**src/pswb_consts.vh**
```
// constants for the pixel shift and white balance stage
`ifndef PSWB_CONSTS_VH
`define PSWB_CONSTS_VH

// register byte offsets
`define PSWB_OFS_CTRL 5'h00
`define PSWB_OFS_RATIO 5'h04
`define PSWB_OFS_RATIO_R 5'h08
`define PSWB_OFS_RATIO_G 5'h0c
`define PSWB_OFS_RATIO_B 5'h10
`define PSWB_OFS_STATUS 5'h14

// control fields
`define PSWB_CTRL_DEPTH8 0
`define PSWB_CTRL_SHIFT_LO 4
`define PSWB_CTRL_SHIFT_HI 6
`define PSWB_CTRL_SEL_LO 8
`define PSWB_CTRL_SEL_HI 9

// status fields
`define PSWB_STAT_EMPTY 0
`define PSWB_STAT_FULL 1
`define PSWB_STAT_LVL_LO 4
`define PSWB_STAT_LVL_HI 8
`define PSWB_STAT_SAT 16

// colour codes
`define PSWB_COL_RED 2'h0
`define PSWB_COL_GREEN 2'h1
`define PSWB_COL_BLUE 2'h2

// ratio format: unsigned q2.8, one is 256
`define PSWB_RATIO_W 10
`define PSWB_RATIO_ONE 10'h100
`define PSWB_RATIO_MAX 10'h3fb
`define PSWB_ROUND 22'h00_0080
`define PSWB_FRAC 8

// shift
`define PSWB_SHIFT_MAX 3'h4
`define PSWB_SHIFT_OFF 3'h0

// pixel widths and codes
`define PSWB_PIX_W 12
`define PSWB_PIX_MAX 12'hfff
`define PSWB_PIX8_MAX 8'hff

// buffering
`define PSWB_FIFO_DEPTH 16
`define PSWB_LVL_W 5
`define PSWB_RDY_LEVEL 5'h0c

`endif

```
**src/pswb_fifo.v**
```verilog
// output fifo with registered read data
`timescale 1ns/1ps
module pswb_fifo #(
    parameter W = 14,
    parameter DEPTH = 16,
    parameter AW = 4
)
(
    // clock and reset
    input wire clk_sys,
    input wire rstn,
    // filling side
    input wire in_valid,
    output wire in_ready,
    input wire [W-1:0] in_data,
    // draining side
    output reg out_valid_q,
    input wire out_ready,
    output reg [W-1:0] out_data_q,
    // occupancy of the storage array
    output reg [AW:0] level_q
);
    reg [W-1:0] mem [0:DEPTH-1];
    reg [AW-1:0] wr_ptr_q;
    reg [AW-1:0] rd_ptr_q;
    wire push;
    wire pop;

    // storage is full when level reaches depth
    assign in_ready = (level_q != DEPTH[AW:0]);
    assign push = in_valid && in_ready;
    // refill the output register whenever it is empty or being taken
    assign pop = (level_q != {(AW+1){1'b0}}) && (!out_valid_q || out_ready);

    // storage array has no reset, pointers protect it
    always @(posedge clk_sys)
    begin
        if (push)
            mem[wr_ptr_q] <= in_data;
    end

    // pointers, level and output register
    always @(posedge clk_sys or negedge rstn)
    begin
        if (!rstn)
        begin
            wr_ptr_q <= {AW{1'b0}};
            rd_ptr_q <= {AW{1'b0}};
            level_q <= {(AW+1){1'b0}};
            out_valid_q <= 1'b0;
            out_data_q <= {W{1'b0}};
        end
        else
        begin
            if (push)
                wr_ptr_q <= wr_ptr_q + {{(AW-1){1'b0}}, 1'b1};
            if (pop)
            begin
                rd_ptr_q <= rd_ptr_q + {{(AW-1){1'b0}}, 1'b1};
                out_data_q <= mem[rd_ptr_q];
                out_valid_q <= 1'b1;
            end
            else if (out_ready)
                out_valid_q <= 1'b0;
            if (push && !pop)
                level_q <= level_q + {{AW{1'b0}}, 1'b1};
            else if (pop && !push)
                level_q <= level_q - {{AW{1'b0}}, 1'b1};
        end
    end
endmodule

```
**src/pswb_top.v**
```verilog
// pixel white balance gain and digital shift stage with register slave
`timescale 1ns/1ps
`include "pswb_consts.vh"
module pswb_top (
    // clock and reset
    input wire clk_sys,
    input wire rstn,
    // avalon-mm register slave
    input wire [4:0] avs_address,
    input wire avs_read,
    input wire avs_write,
    input wire [3:0] avs_byteenable,
    input wire [31:0] avs_writedata,
    output reg [31:0] avs_readdata_q,
    output reg avs_waitrequest_q,
    // adc sample stream in
    input wire pix_in_valid,
    output reg pix_in_ready_q,
    input wire [11:0] pix_in_data,
    input wire [1:0] pix_in_colour,
    // pixel stream out
    output wire pix_out_valid,
    input wire pix_out_ready,
    output wire [11:0] pix_out_data,
    output wire [1:0] pix_out_colour
);
    // control state
    reg depth8_q;
    reg [2:0] shift_q;
    reg [1:0] sel_q;
    reg sat_seen_q;
    wire [`PSWB_RATIO_W-1:0] ratio_w [0:2];

    // bus decode
    wire bus_req;
    wire wr_do;
    wire [4:0] ofs;
    wire hit_ctrl;
    wire hit_ratio;
    wire [`PSWB_RATIO_W-1:0] wr_ratio;
    wire [2:0] wr_shift;
    reg [31:0] rd_mux;

    // pipeline
    reg s1_valid_q;
    reg [21:0] s1_prod_q;
    reg [1:0] s1_col_q;
    reg s2_valid_q;
    reg [11:0] s2_pix_q;
    reg [1:0] s2_col_q;
    reg s2_sat_q;
    reg [`PSWB_RATIO_W-1:0] cur_ratio;
    wire [21:0] prod_rnd;
    wire [13:0] gained;
    wire [11:0] gained_sat;
    wire [15:0] shifted;
    wire win_over;
    reg [11:0] shaped;

    // fifo links
    wire fifo_in_ready;
    wire [`PSWB_LVL_W-1:0] fifo_level;
    wire [13:0] fifo_out_data;

    assign bus_req = avs_read || avs_write;
    // a write takes effect only at the edge where waitrequest is seen low
    assign wr_do = avs_write && !avs_waitrequest_q;
    assign ofs = {avs_address[4:2], 2'b00};
    assign hit_ctrl = (ofs == `PSWB_OFS_CTRL);
    assign hit_ratio = (ofs == `PSWB_OFS_RATIO);
    // oversized ratios clip to the top of the accepted range
    assign wr_ratio = (avs_writedata[`PSWB_RATIO_W-1:0] > `PSWB_RATIO_MAX) ?
                      `PSWB_RATIO_MAX : avs_writedata[`PSWB_RATIO_W-1:0];
    assign wr_shift = avs_writedata[`PSWB_CTRL_SHIFT_HI:`PSWB_CTRL_SHIFT_LO];

    // one ratio register per colour, each written only when selected
    genvar gi;
    generate
        for (gi = 0; gi < 3; gi = gi + 1)
        begin : g_ratio
            reg [`PSWB_RATIO_W-1:0] ratio_q;
            always @(posedge clk_sys or negedge rstn)
            begin
                if (!rstn)
                    ratio_q <= `PSWB_RATIO_ONE;
                else if (wr_do && hit_ratio && (avs_byteenable[1:0] == 2'b11)
                         && (sel_q == gi[1:0]))
                    ratio_q <= wr_ratio;
            end
            assign ratio_w[gi] = ratio_q;
        end
    endgenerate

    // control register: depth, shift and colour selector
    always @(posedge clk_sys or negedge rstn)
    begin
        if (!rstn)
        begin
            depth8_q <= 1'b0;
            shift_q <= `PSWB_SHIFT_OFF;
            sel_q <= `PSWB_COL_RED;
        end
        else if (wr_do && hit_ctrl)
        begin
            if (avs_byteenable[0])
            begin
                depth8_q <= avs_writedata[`PSWB_CTRL_DEPTH8];
                // shift codes above four are ignored and the old one kept
                if (wr_shift <= `PSWB_SHIFT_MAX)
                    shift_q <= wr_shift;
            end
            // selector code three is no colour and is refused
            if (avs_byteenable[1] &&
                (avs_writedata[`PSWB_CTRL_SEL_HI:`PSWB_CTRL_SEL_LO] != 2'h3))
                sel_q <= avs_writedata[`PSWB_CTRL_SEL_HI:`PSWB_CTRL_SEL_LO];
        end
    end

    // read data mux, unmapped offsets read zero
    always @*
    begin
        rd_mux = 32'h0000_0000;
        case (ofs)
            `PSWB_OFS_CTRL:
            begin
                rd_mux[`PSWB_CTRL_DEPTH8] = depth8_q;
                rd_mux[`PSWB_CTRL_SHIFT_HI:`PSWB_CTRL_SHIFT_LO] = shift_q;
                rd_mux[`PSWB_CTRL_SEL_HI:`PSWB_CTRL_SEL_LO] = sel_q;
            end
            `PSWB_OFS_RATIO:
                rd_mux[`PSWB_RATIO_W-1:0] = ratio_w[sel_q];
            `PSWB_OFS_RATIO_R:
                rd_mux[`PSWB_RATIO_W-1:0] = ratio_w[0];
            `PSWB_OFS_RATIO_G:
                rd_mux[`PSWB_RATIO_W-1:0] = ratio_w[1];
            `PSWB_OFS_RATIO_B:
                rd_mux[`PSWB_RATIO_W-1:0] = ratio_w[2];
            `PSWB_OFS_STATUS:
            begin
                rd_mux[`PSWB_STAT_EMPTY] = (fifo_level == {`PSWB_LVL_W{1'b0}});
                rd_mux[`PSWB_STAT_FULL] = !fifo_in_ready;
                rd_mux[`PSWB_STAT_LVL_HI:`PSWB_STAT_LVL_LO] = fifo_level;
                rd_mux[`PSWB_STAT_SAT] = sat_seen_q;
            end
            default:
                rd_mux = 32'h0000_0000;
        endcase
    end

    // every access costs one wait cycle; read data is captured with it
    always @(posedge clk_sys or negedge rstn)
    begin
        if (!rstn)
        begin
            avs_waitrequest_q <= 1'b1;
            avs_readdata_q <= 32'h0000_0000;
        end
        else if (bus_req && avs_waitrequest_q)
        begin
            avs_waitrequest_q <= 1'b0;
            avs_readdata_q <= rd_mux;
        end
        else
            avs_waitrequest_q <= 1'b1;
    end

    // sticky saturation flag, a new event beats a clear in the same cycle
    always @(posedge clk_sys or negedge rstn)
    begin
        if (!rstn)
            sat_seen_q <= 1'b0;
        else if (s2_valid_q && s2_sat_q)
            sat_seen_q <= 1'b1;
        else if (wr_do && (ofs == `PSWB_OFS_STATUS) && avs_byteenable[2] &&
                 avs_writedata[`PSWB_STAT_SAT])
            sat_seen_q <= 1'b0;
    end

    // pick the ratio of the colour carried with the sample
    always @*
    begin
        case (pix_in_colour)
            `PSWB_COL_RED: cur_ratio = ratio_w[0];
            `PSWB_COL_GREEN: cur_ratio = ratio_w[1];
            `PSWB_COL_BLUE: cur_ratio = ratio_w[2];
            default: cur_ratio = `PSWB_RATIO_ONE;
        endcase
    end

    // stage 1: proportional gain multiply
    always @(posedge clk_sys or negedge rstn)
    begin
        if (!rstn)
        begin
            s1_valid_q <= 1'b0;
            s1_prod_q <= 22'h00_0000;
            s1_col_q <= `PSWB_COL_RED;
        end
        else
        begin
            s1_valid_q <= pix_in_valid && pix_in_ready_q;
            s1_prod_q <= pix_in_data * cur_ratio;
            s1_col_q <= pix_in_colour;
        end
    end

    // round to nearest, then clip to the largest twelve-bit code
    assign prod_rnd = s1_prod_q + `PSWB_ROUND;
    assign gained = prod_rnd[21:`PSWB_FRAC];
    assign gained_sat = (gained > {2'b00, `PSWB_PIX_MAX}) ?
                        `PSWB_PIX_MAX : gained[11:0];

    // shifting the window up is a multiply by two to the n
    assign shifted = {4'h0, gained_sat} << shift_q;
    // bits pushed past the top mean the window lost significant data
    assign win_over = |shifted[15:12];

    // shape the output word for the chosen depth
    always @*
    begin
        shaped = 12'h000;
        if (win_over)
            shaped = depth8_q ? {4'h0, `PSWB_PIX8_MAX} : `PSWB_PIX_MAX;
        else if (depth8_q)
            shaped = {4'h0, shifted[11:4]};
        else
            shaped = shifted[11:0];
    end

    // stage 2: register the shaped pixel for the fifo
    always @(posedge clk_sys or negedge rstn)
    begin
        if (!rstn)
        begin
            s2_valid_q <= 1'b0;
            s2_pix_q <= 12'h000;
            s2_col_q <= `PSWB_COL_RED;
            s2_sat_q <= 1'b0;
        end
        else
        begin
            s2_valid_q <= s1_valid_q;
            s2_pix_q <= shaped;
            s2_col_q <= s1_col_q;
            s2_sat_q <= win_over;
        end
    end

    // input ready leaves room for the samples still in flight, so the
    // pipeline itself never has to stall; costs four entries of headroom
    always @(posedge clk_sys or negedge rstn)
    begin
        if (!rstn)
            pix_in_ready_q <= 1'b0;
        else
            pix_in_ready_q <= (fifo_level <= `PSWB_RDY_LEVEL);
    end

    // output buffer, data and colour travel together
    pswb_fifo #(
        .W(14),
        .DEPTH(`PSWB_FIFO_DEPTH),
        .AW(4)
    ) u_fifo (
        .clk_sys(clk_sys),
        .rstn(rstn),
        .in_valid(s2_valid_q && fifo_in_ready),
        .in_ready(fifo_in_ready),
        .in_data({s2_col_q, s2_pix_q}),
        .out_valid_q(pix_out_valid),
        .out_ready(pix_out_ready),
        .out_data_q(fifo_out_data),
        .level_q(fifo_level)
    );

    assign pix_out_data = fifo_out_data[11:0];
    assign pix_out_colour = fifo_out_data[13:12];
endmodule

```
**config.mk**
```make
export PLATFORM = sky130hd
export DESIGN_NAME = pswb_top
export DESIGN_NICKNAME = d
export VERILOG_FILES = /design/src/pswb_fifo.v /design/src/pswb_top.v
export VERILOG_INCLUDE_DIRS = /design/src
export SDC_FILE = /design/constraint.sdc
export NUM_CORES = 1
export LEC_CHECK = 0
export BUFFER_PORTS_ARGS = -buffer_cell sky130_fd_sc_hd__buf_2
export CAP_MARGIN = 5
export CORE_MARGIN = 2
export CORE_UTILIZATION = 55
export CTS_BUF_LIST = sky130_fd_sc_hd__clkbuf_4
export DETAILED_ROUTE_END_ITERATION = 16
export PLACE_DENSITY = 0.73
export SLEW_MARGIN = 20
export SYNTH_ARGS = -nofsm -noshare
export SYNTH_HDL_FRONTEND = slang
export SYNTH_HIERARCHICAL = 1
export SYNTH_SLANG_ARGS = --single-unit
```
**constraint.sdc**
```tcl
create_clock -name clk_sys -period 6.4 [get_ports clk_sys]
set_clock_uncertainty 0.05 [all_clocks]
set_input_delay 0.64 -clock clk_sys [delete_from_list [all_inputs] [get_ports clk_sys]]
set_output_delay 0.64 -clock clk_sys [all_outputs]
set_load 0.1 [all_outputs]
```
**Word level (Yosys, flattened, before mapping)**

Memories as Yosys holds them, arrays and structs flattened. A register that Yosys moved wholly into a read port is not among the register bits.
Index checks and enable logic that the tools add are counted.

- Flip-flop bits (word level): 105
- Bits in writable memories: 224
- Output and inout bits: 49
- Memories kept: 1

Memories:

| name | depth | bits a word | read ports | clocked after Yosys merged registers in | wr ports | line | RTL |
|---|---|---|---|---|---|---|---|
| u_fifo.mem | 16 | 14 | 1 | 1 | 1 | pswb_fifo.v:23 | `reg [W-1:0] mem [0:DEPTH-1];` |

- Add/sub/neg operators: 5
- $mul: 1
- Magnitude comparators: 5
- Equality and inequality tests: 12
- Shift operators: 1
- Muxes and demuxes: 26
- Bitwise gates (word level): 1
- Reduce and logical (&&, ||, !) cells: 39

Operator list:

| cell | number |
|---|---|
| $mux 12 | 4 |
| $mux 10 | 3 |
| $pmux 10 s3 | 1 |
| $add 22x8->22 const B | 1 |
| $mul 12x10->22 | 1 |
| $bmux 10 s2 | 1 |
| $logic_and 1x1->1 | 19 |
| $pmux 3 s6 | 1 |
| $shl 12x3->16 | 1 |
| $pmux 1 s5 | 3 |
| $gt 14x12->1 const B | 1 |
| $pmux 1 s6 | 2 |
| $gt 10x10->1 const B | 1 |
| $logic_not 5->1 | 2 |
| $mux 5 | 2 |
| $add 4x1->4 const B | 2 |
| $mux 1 | 8 |
| $pmux 2 s4 | 1 |
| $eq 2x2->1 const B | 3 |
| $eq 3x2->1 const B | 2 |
| $eq 3x3->1 const B | 2 |
| $logic_not 1->1 | 6 |
| $reduce_bool 2->1 | 3 |
| $add 5x1->5 const B | 1 |
| other kinds (15) | 19 |

**Logic depth before layout (Yosys ltp)**

- Depth in word-level cells: 7
- Mapped depth: 24
- Depth with buffers taken out: 22

**Modules after synthesis**

The synthesis kept the hierarchy.

By module, submodules not included:

| module | instances | cells each | area an instance (µm²) | sequential area each (µm²) |
|---|---|---|---|---|
| pswb_fifo | 1 | 480 | 9978.3 | 7427.1 |
| pswb_top | 1 | 907 | 8291.7 | 2107.0 |

**Least setup slack after synthesis**

No wires, ideal clock.

- Path type: input port to flip-flop
- From: in pix_in_colour[1]
- To: reg s1_prod_q[18]
- Library setup time: 0.116 ns
- Arrival: 5.855 ns
- Setup slack: 0.379 ns
- Stages: 22
- Buffers on the path: 2
- Cells stage by stage: nor2b_1 clkbuf_1 nand2_1 o21ai_0 clkbuf_1 nand2_1 fa_1 inv_1 fa_1 fa_1 fa_1 inv_1 fa_1 inv_1 ha_1 a21o_1 a21o_1 a21o_1 a21o_1 a21o_1 or4_1 o311ai_0

- Word-level cells in the longest chain between the ends: 3

Ends and longest elaborated chain:

| what | line | RTL |
|---|---|---|
| from (decl) | pswb_top.v:20 | `input wire [1:0] pix_in_colour,` |
| $eq 2x2->1, or another cell as far along | pswb_top.v:182 | `case (pix_in_colour)` |
| $pmux 10 s3 * | pswb_top.v:182 |  |
| $mul 12x10->22 * | pswb_top.v:202 | `s1_prod_q <= pix_in_data * cur_ratio;` |
| to (signal assigned) | pswb_top.v:202 |  |
| to (decl) | pswb_top.v:46 | `reg [21:0] s1_prod_q;` |

Mark *: on every way between the ends. The rest lies on a longest branch, timed or not.
A chain may end at the register's enable or synchronous reset.

**Worst setup path after layout**

- From: reg g_ratio[0].ratio_q[8]
- To: reg s1_prod_q[18]

- Word-level cells in the longest chain between the ends: 2

Ends and longest elaborated chain:

| what | line | RTL |
|---|---|---|
| from (decl) | pswb_top.v:81 | `` reg [`PSWB_RATIO_W-1:0] ratio_q; `` |
| from (signal assigned) | pswb_top.v:85 | `` ratio_q <= `PSWB_RATIO_ONE; `` |
| from (signal assigned) | pswb_top.v:88 | `ratio_q <= wr_ratio;` |
| $pmux 10 s3 | pswb_top.v:182 |  |
| $mul 12x10->22 | pswb_top.v:202 |  |

No other way between the ends.

==> results.sh <==
export IMPL_hold_viol=0
export IMPL_cts_setup_buffers=0
export IMPL_n_fill_cell=2572
export IMPL_crit_path_end_kind="flip-flop"
export IMPL_grt_pass1_vias=11800
export IMPL_postRouteAntennaNets=0
export IMPL_via_per_inst=5.64
export IMPL_cts_sinks=336
export IMPL_die_w_um=186
export IMPL_critPathMaxStageDelay_ns=0.55
export IMPL_wl_um=37200
export IMPL_wire_per_inst_um=18.6
export IMPL_p_per_area_mw_per_mm2=371
export IMPL_cts_max_level=3
export IMPL_area_delta_synth_final_pct=9.66
export IMPL_max_cap_violations=0
export IMPL_io_pins=110
export IMPL_synth_cell_area_mm2=0.0183
export IMPL_place_ws_ns=0.168
export IMPL_cp_arrival_ns=6.40
export IMPL_synth_edff_count=224
export IMPL_path_cells="nor2b_1, a211oi_1, a21oi_1, and2_1, fa_1, fa_1, fa_1, fa_1, inv_1, fa_1, inv_1, ha_1, a21o_1, a21o_1, a21o_1, a21o_1, a21o_1, or4_1, o311ai_0"
export IMPL_cts_root_buffer="clkbuf_4"
export IMPL_port_buffers=64
export IMPL_ys_ff_latch=336
export IMPL_async_reset_ff_share_pct=33.3
export IMPL_cts_resized_gates=0
export IMPL_layout_drive_gt1_share_pct=20.2
export IMPL_max_slew_margin_pct=26.6
export IMPL_dieArea_mm2=0.0347
export IMPL_ir_drop_v=0.000419
export IMPL_initial_utilization_pct=56.0
export IMPL_multi_input_area_mm2=0.00788
export IMPL_yosysSeqAreaShare_pct=52.2
export IMPL_status="complete, no violations"
export IMPL_grt_pass1_wl_um=60700
export IMPL_worst_path_max_delay_cell="fa_1"
export IMPL_drtPass1Iterations=6
export IMPL_synthCells=1387
export IMPL_whs_ns=0.143
export IMPL_final_period_utilization_pct=91.9
export IMPL_num_rows=66
export IMPL_syn_area_per_cell_um2=13.2
export IMPL_finalCriticalPeriod_ns=5.88
export IMPL_clock_latency_ns=0.71
export IMPL_required_ns=6.92
export IMPL_drc=0
export IMPL_grt_max_degree=59
export IMPL_synthFlopType="edfxtp_1"
export IMPL_drt_iter0_drc=750
export IMPL_clk_pin_slew_worst_paths_ns=0.06
export IMPL_die_h_um=186
export IMPL_setup_tns_ns=0
export IMPL_critical_path_class="reg -> reg"
export IMPL_place_area_mm2=0.0190
export IMPL_vias=11300
export IMPL_grt_overflow_total=0
export IMPL_core_mm2=0.0326
export IMPL_antenna_found_initial=1
export IMPL_p_leak_uw=0.00829
export IMPL_ys_types=71
export IMPL_globalplace_congestion=0.823
export IMPL_cts_tree="done"
export IMPL_grt_usage_pct=22.6
export IMPL_regArea_mm2=0.00954
export IMPL_max_freq_ghz=0.170
export IMPL_numCtsBuffers=82
export IMPL_clock_path_buffers=3
export IMPL_holdCritPathClass="in -> reg"
export IMPL_dp_hpwl_um=25600
export IMPL_startpoint_type="flip-flop"
export IMPL_nets=1704
export IMPL_cp_max_fo=5
export IMPL_setup_violations=0
export IMPL_rsz0062_at_grt="no"
export IMPL_yosysWarnings=6
export IMPL_drv_slew=0
export IMPL_total_power_uw=7430
export IMPL_stdcell_area_mm2=0.0200
export IMPL_setup_ws_ns=0.517
export IMPL_worst_slew_pin_slew_ns=1.10
==> stage by stage <==
step / util (%) / std cells
after floorplan: - / 1407
after global placement: 58.2 / 1856
final: 61.4 / 2005
after detailed placement: 58.2 / 1856
after CTS: 61.4 / 2004
after global routing: 61.4 / 2005
==> Yosys cell counts (5+ instances only) <==
| cell | count | area share, % |
|---|---|---|
| dfrtp_1 | 108 | 15 |
| nand2_1 | 116 | 2.4 |
| a222oi_1 | 6 | 0.33 |
| or3_1 | 6 | 0.21 |
| mux4_2 | 44 | 5.4 |
| a22o_1 | 20 | 0.96 |
| a31oi_1 | 7 | 0.24 |
| a21o_1 | 13 | 0.53 |
| nand2b_1 | 8 | 0.27 |
| xnor2_1 | 22 | 1.1 |
| nor2b_1 | 20 | 0.68 |
| a21oi_1 | 53 | 1.5 |
| mux2_2 | 24 | 1.5 |
| inv_1 | 110 | 2.3 |
| o211ai_1 | 9 | 0.37 |
| mux2i_1 | 30 | 1.6 |
| nor3_1 | 17 | 0.47 |
| edfxtp_1 | 224 | 37 |
| and3_1 | 5 | 0.17 |
| mux4_1 | 13 | 1.9 |
| fa_1 | 78 | 8.5 |
| nor2_1 | 57 | 1.2 |
| a211oi_1 | 5 | 0.21 |
| buf_1 | 13 | 0.27 |
| clkbuf_1 | 35 | 0.72 |
| xor2_1 | 9 | 0.43 |
| nand3_1 | 27 | 0.74 |
| ha_1 | 66 | 4.5 |
| and2_1 | 62 | 2.1 |
| buf_4 | 25 | 1.0 |
| nand4_1 | 11 | 0.38 |
| o311ai_0 | 5 | 0.24 |
| buf_2 | 12 | 0.33 |
| o21ai_0 | 39 | 1.1 |
| a211o_1 | 16 | 0.77 |
==> flip-flops by register name (all words and copies together), names as in the netlist, 2 cells and up <==
| name | flops |
|---|---|
| avs_readdata_q | 11 |
| g_ratio.ratio_q | 30 |
| s1_col_q | 2 |
| s1_prod_q | 15 |
| s2_col_q | 2 |
| s2_pix_q | 12 |
| sel_q | 2 |
| shift_q | 3 |
| u_fifo/level_q | 5 |
| u_fifo/mem | 224 |
| u_fifo/out_data_q | 14 |
| u_fifo/rd_ptr_q | 4 |
| u_fifo/wr_ptr_q | 4 |
==> final timing paths <==
kind / startpoint / endpoint / slack, ns / cells past startpoint
max: g_ratio[0].ratio_q[8]$_DFFE_PN1P_ / s1_prod_q[18]$_DFF_PN0_ / 0.52 / 19
min: pix_in_valid / s1_valid_q$_DFF_PN0_ / 0.14 / 2
max reg2reg: g_ratio[0].ratio_q[8]$_DFFE_PN1P_ / s1_prod_q[18]$_DFF_PN0_ / 0.52 / 19
min reg2reg: s1_valid_q$_DFF_PN0_ / s2_valid_q$_DFF_PN0_ / 0.30 / 0
max in group asynchronous: rstn / avs_readdata_q[16]$_DFFE_PN0P_ / 4.48 / 3
min in group asynchronous: rstn / u_fifo/out_data_q[12]$_DFFE_PN0P_ / 0.50 / 2
==> cell type report <==
| type | count | share of cell area, % |
|---|---|---|
| Multi-Input combinational cell | 866 | 39.3 |
| Tap cell | 442 | 2.76 |
| Inverter | 112 | 2.10 |
| Sequential cell | 336 | 47.6 |
| Clock buffer | 118 | 4.42 |
| Clock inverter | 29 | 0.768 |
| Timing Repair Buffer | 101 | 3.01 |
| Antenna cell | 1 | 0.0125 |
==> cell families after synthesis <==
family          share of synthesized area, %
buf+inv                                 5.31
other cells                           0.0205
simple gates                            9.52
mux                                     10.5
xor+xnor                                1.49
compound gates                          7.92
flops                                   52.2
fa+ha+maj                               13.1
==> layer usage <==
metal	wire (um)	track usage (%)	up-vias
li1	-	-	5263
met3	1660	3.97	77
met2	19200	40.1	291
met1	15500	28.1	5676
met5	0	0.286	-
met4	870	7.81	0
==> where the power goes <==
group	internal [uW]	switching (uW)	total, uW
clock	894	834	1730
sequential	2750	424	3180
combinational	974	1550	2520
==> placed cells by master (no fill, tap or decap), types with 5 or more instances in the layout <==
cell type  netlist  routed
edfxtp_1       224     224
clkbuf_4         1     118
nand2_1        116     116
inv_1          110     110
dfrtp_1        108     105
fa_1            78      78
ha_1            66      66
buf_2           12      63
and2_1          62      62
nor2_1          57      56
a21oi_1         53      53
mux4_2          44      44
o21ai_0         39      39
buf_4           25      37
mux2i_1         30      30
nand3_1         27      27
clkinv_1         2      24
mux2_2          24      24
xnor2_1         22      22
conb_1           1      21
nor2b_1         20      20
a22o_1          20      20
a211o_1         16      16
a21o_1          13      13
nor3_1          17      13
mux4_1          13      13
nand4_1         11      11
xor2_1           9       9
o211ai_1         9       9
nand2b_1         8       8
a31oi_1          7       7
or3_1            6       6
a222oi_1         6       6
a211oi_1         5       5
and3_1           5       5
o311ai_0         5       5
==> worst max-delay path, delay by kind of cell (launching register included) <==
family	cells	cell delay [ns]
DFF	1	0.54
adders and majority gates	6	2.72
and+or+nand+nor	3	0.78
AOI/OAI and AO/OA	8	1.60
buffers and inverters	2	0.10
==> repair_timing <==
| item | CTS | global route |
|---|---|---|
| hold buffers | 1 | 0 |
| setup endpoints to repair | 0 | 0 |
| hold endpoints to repair | 53 | 0 |
No activity file was read; power rests on OpenSTA's default activity.
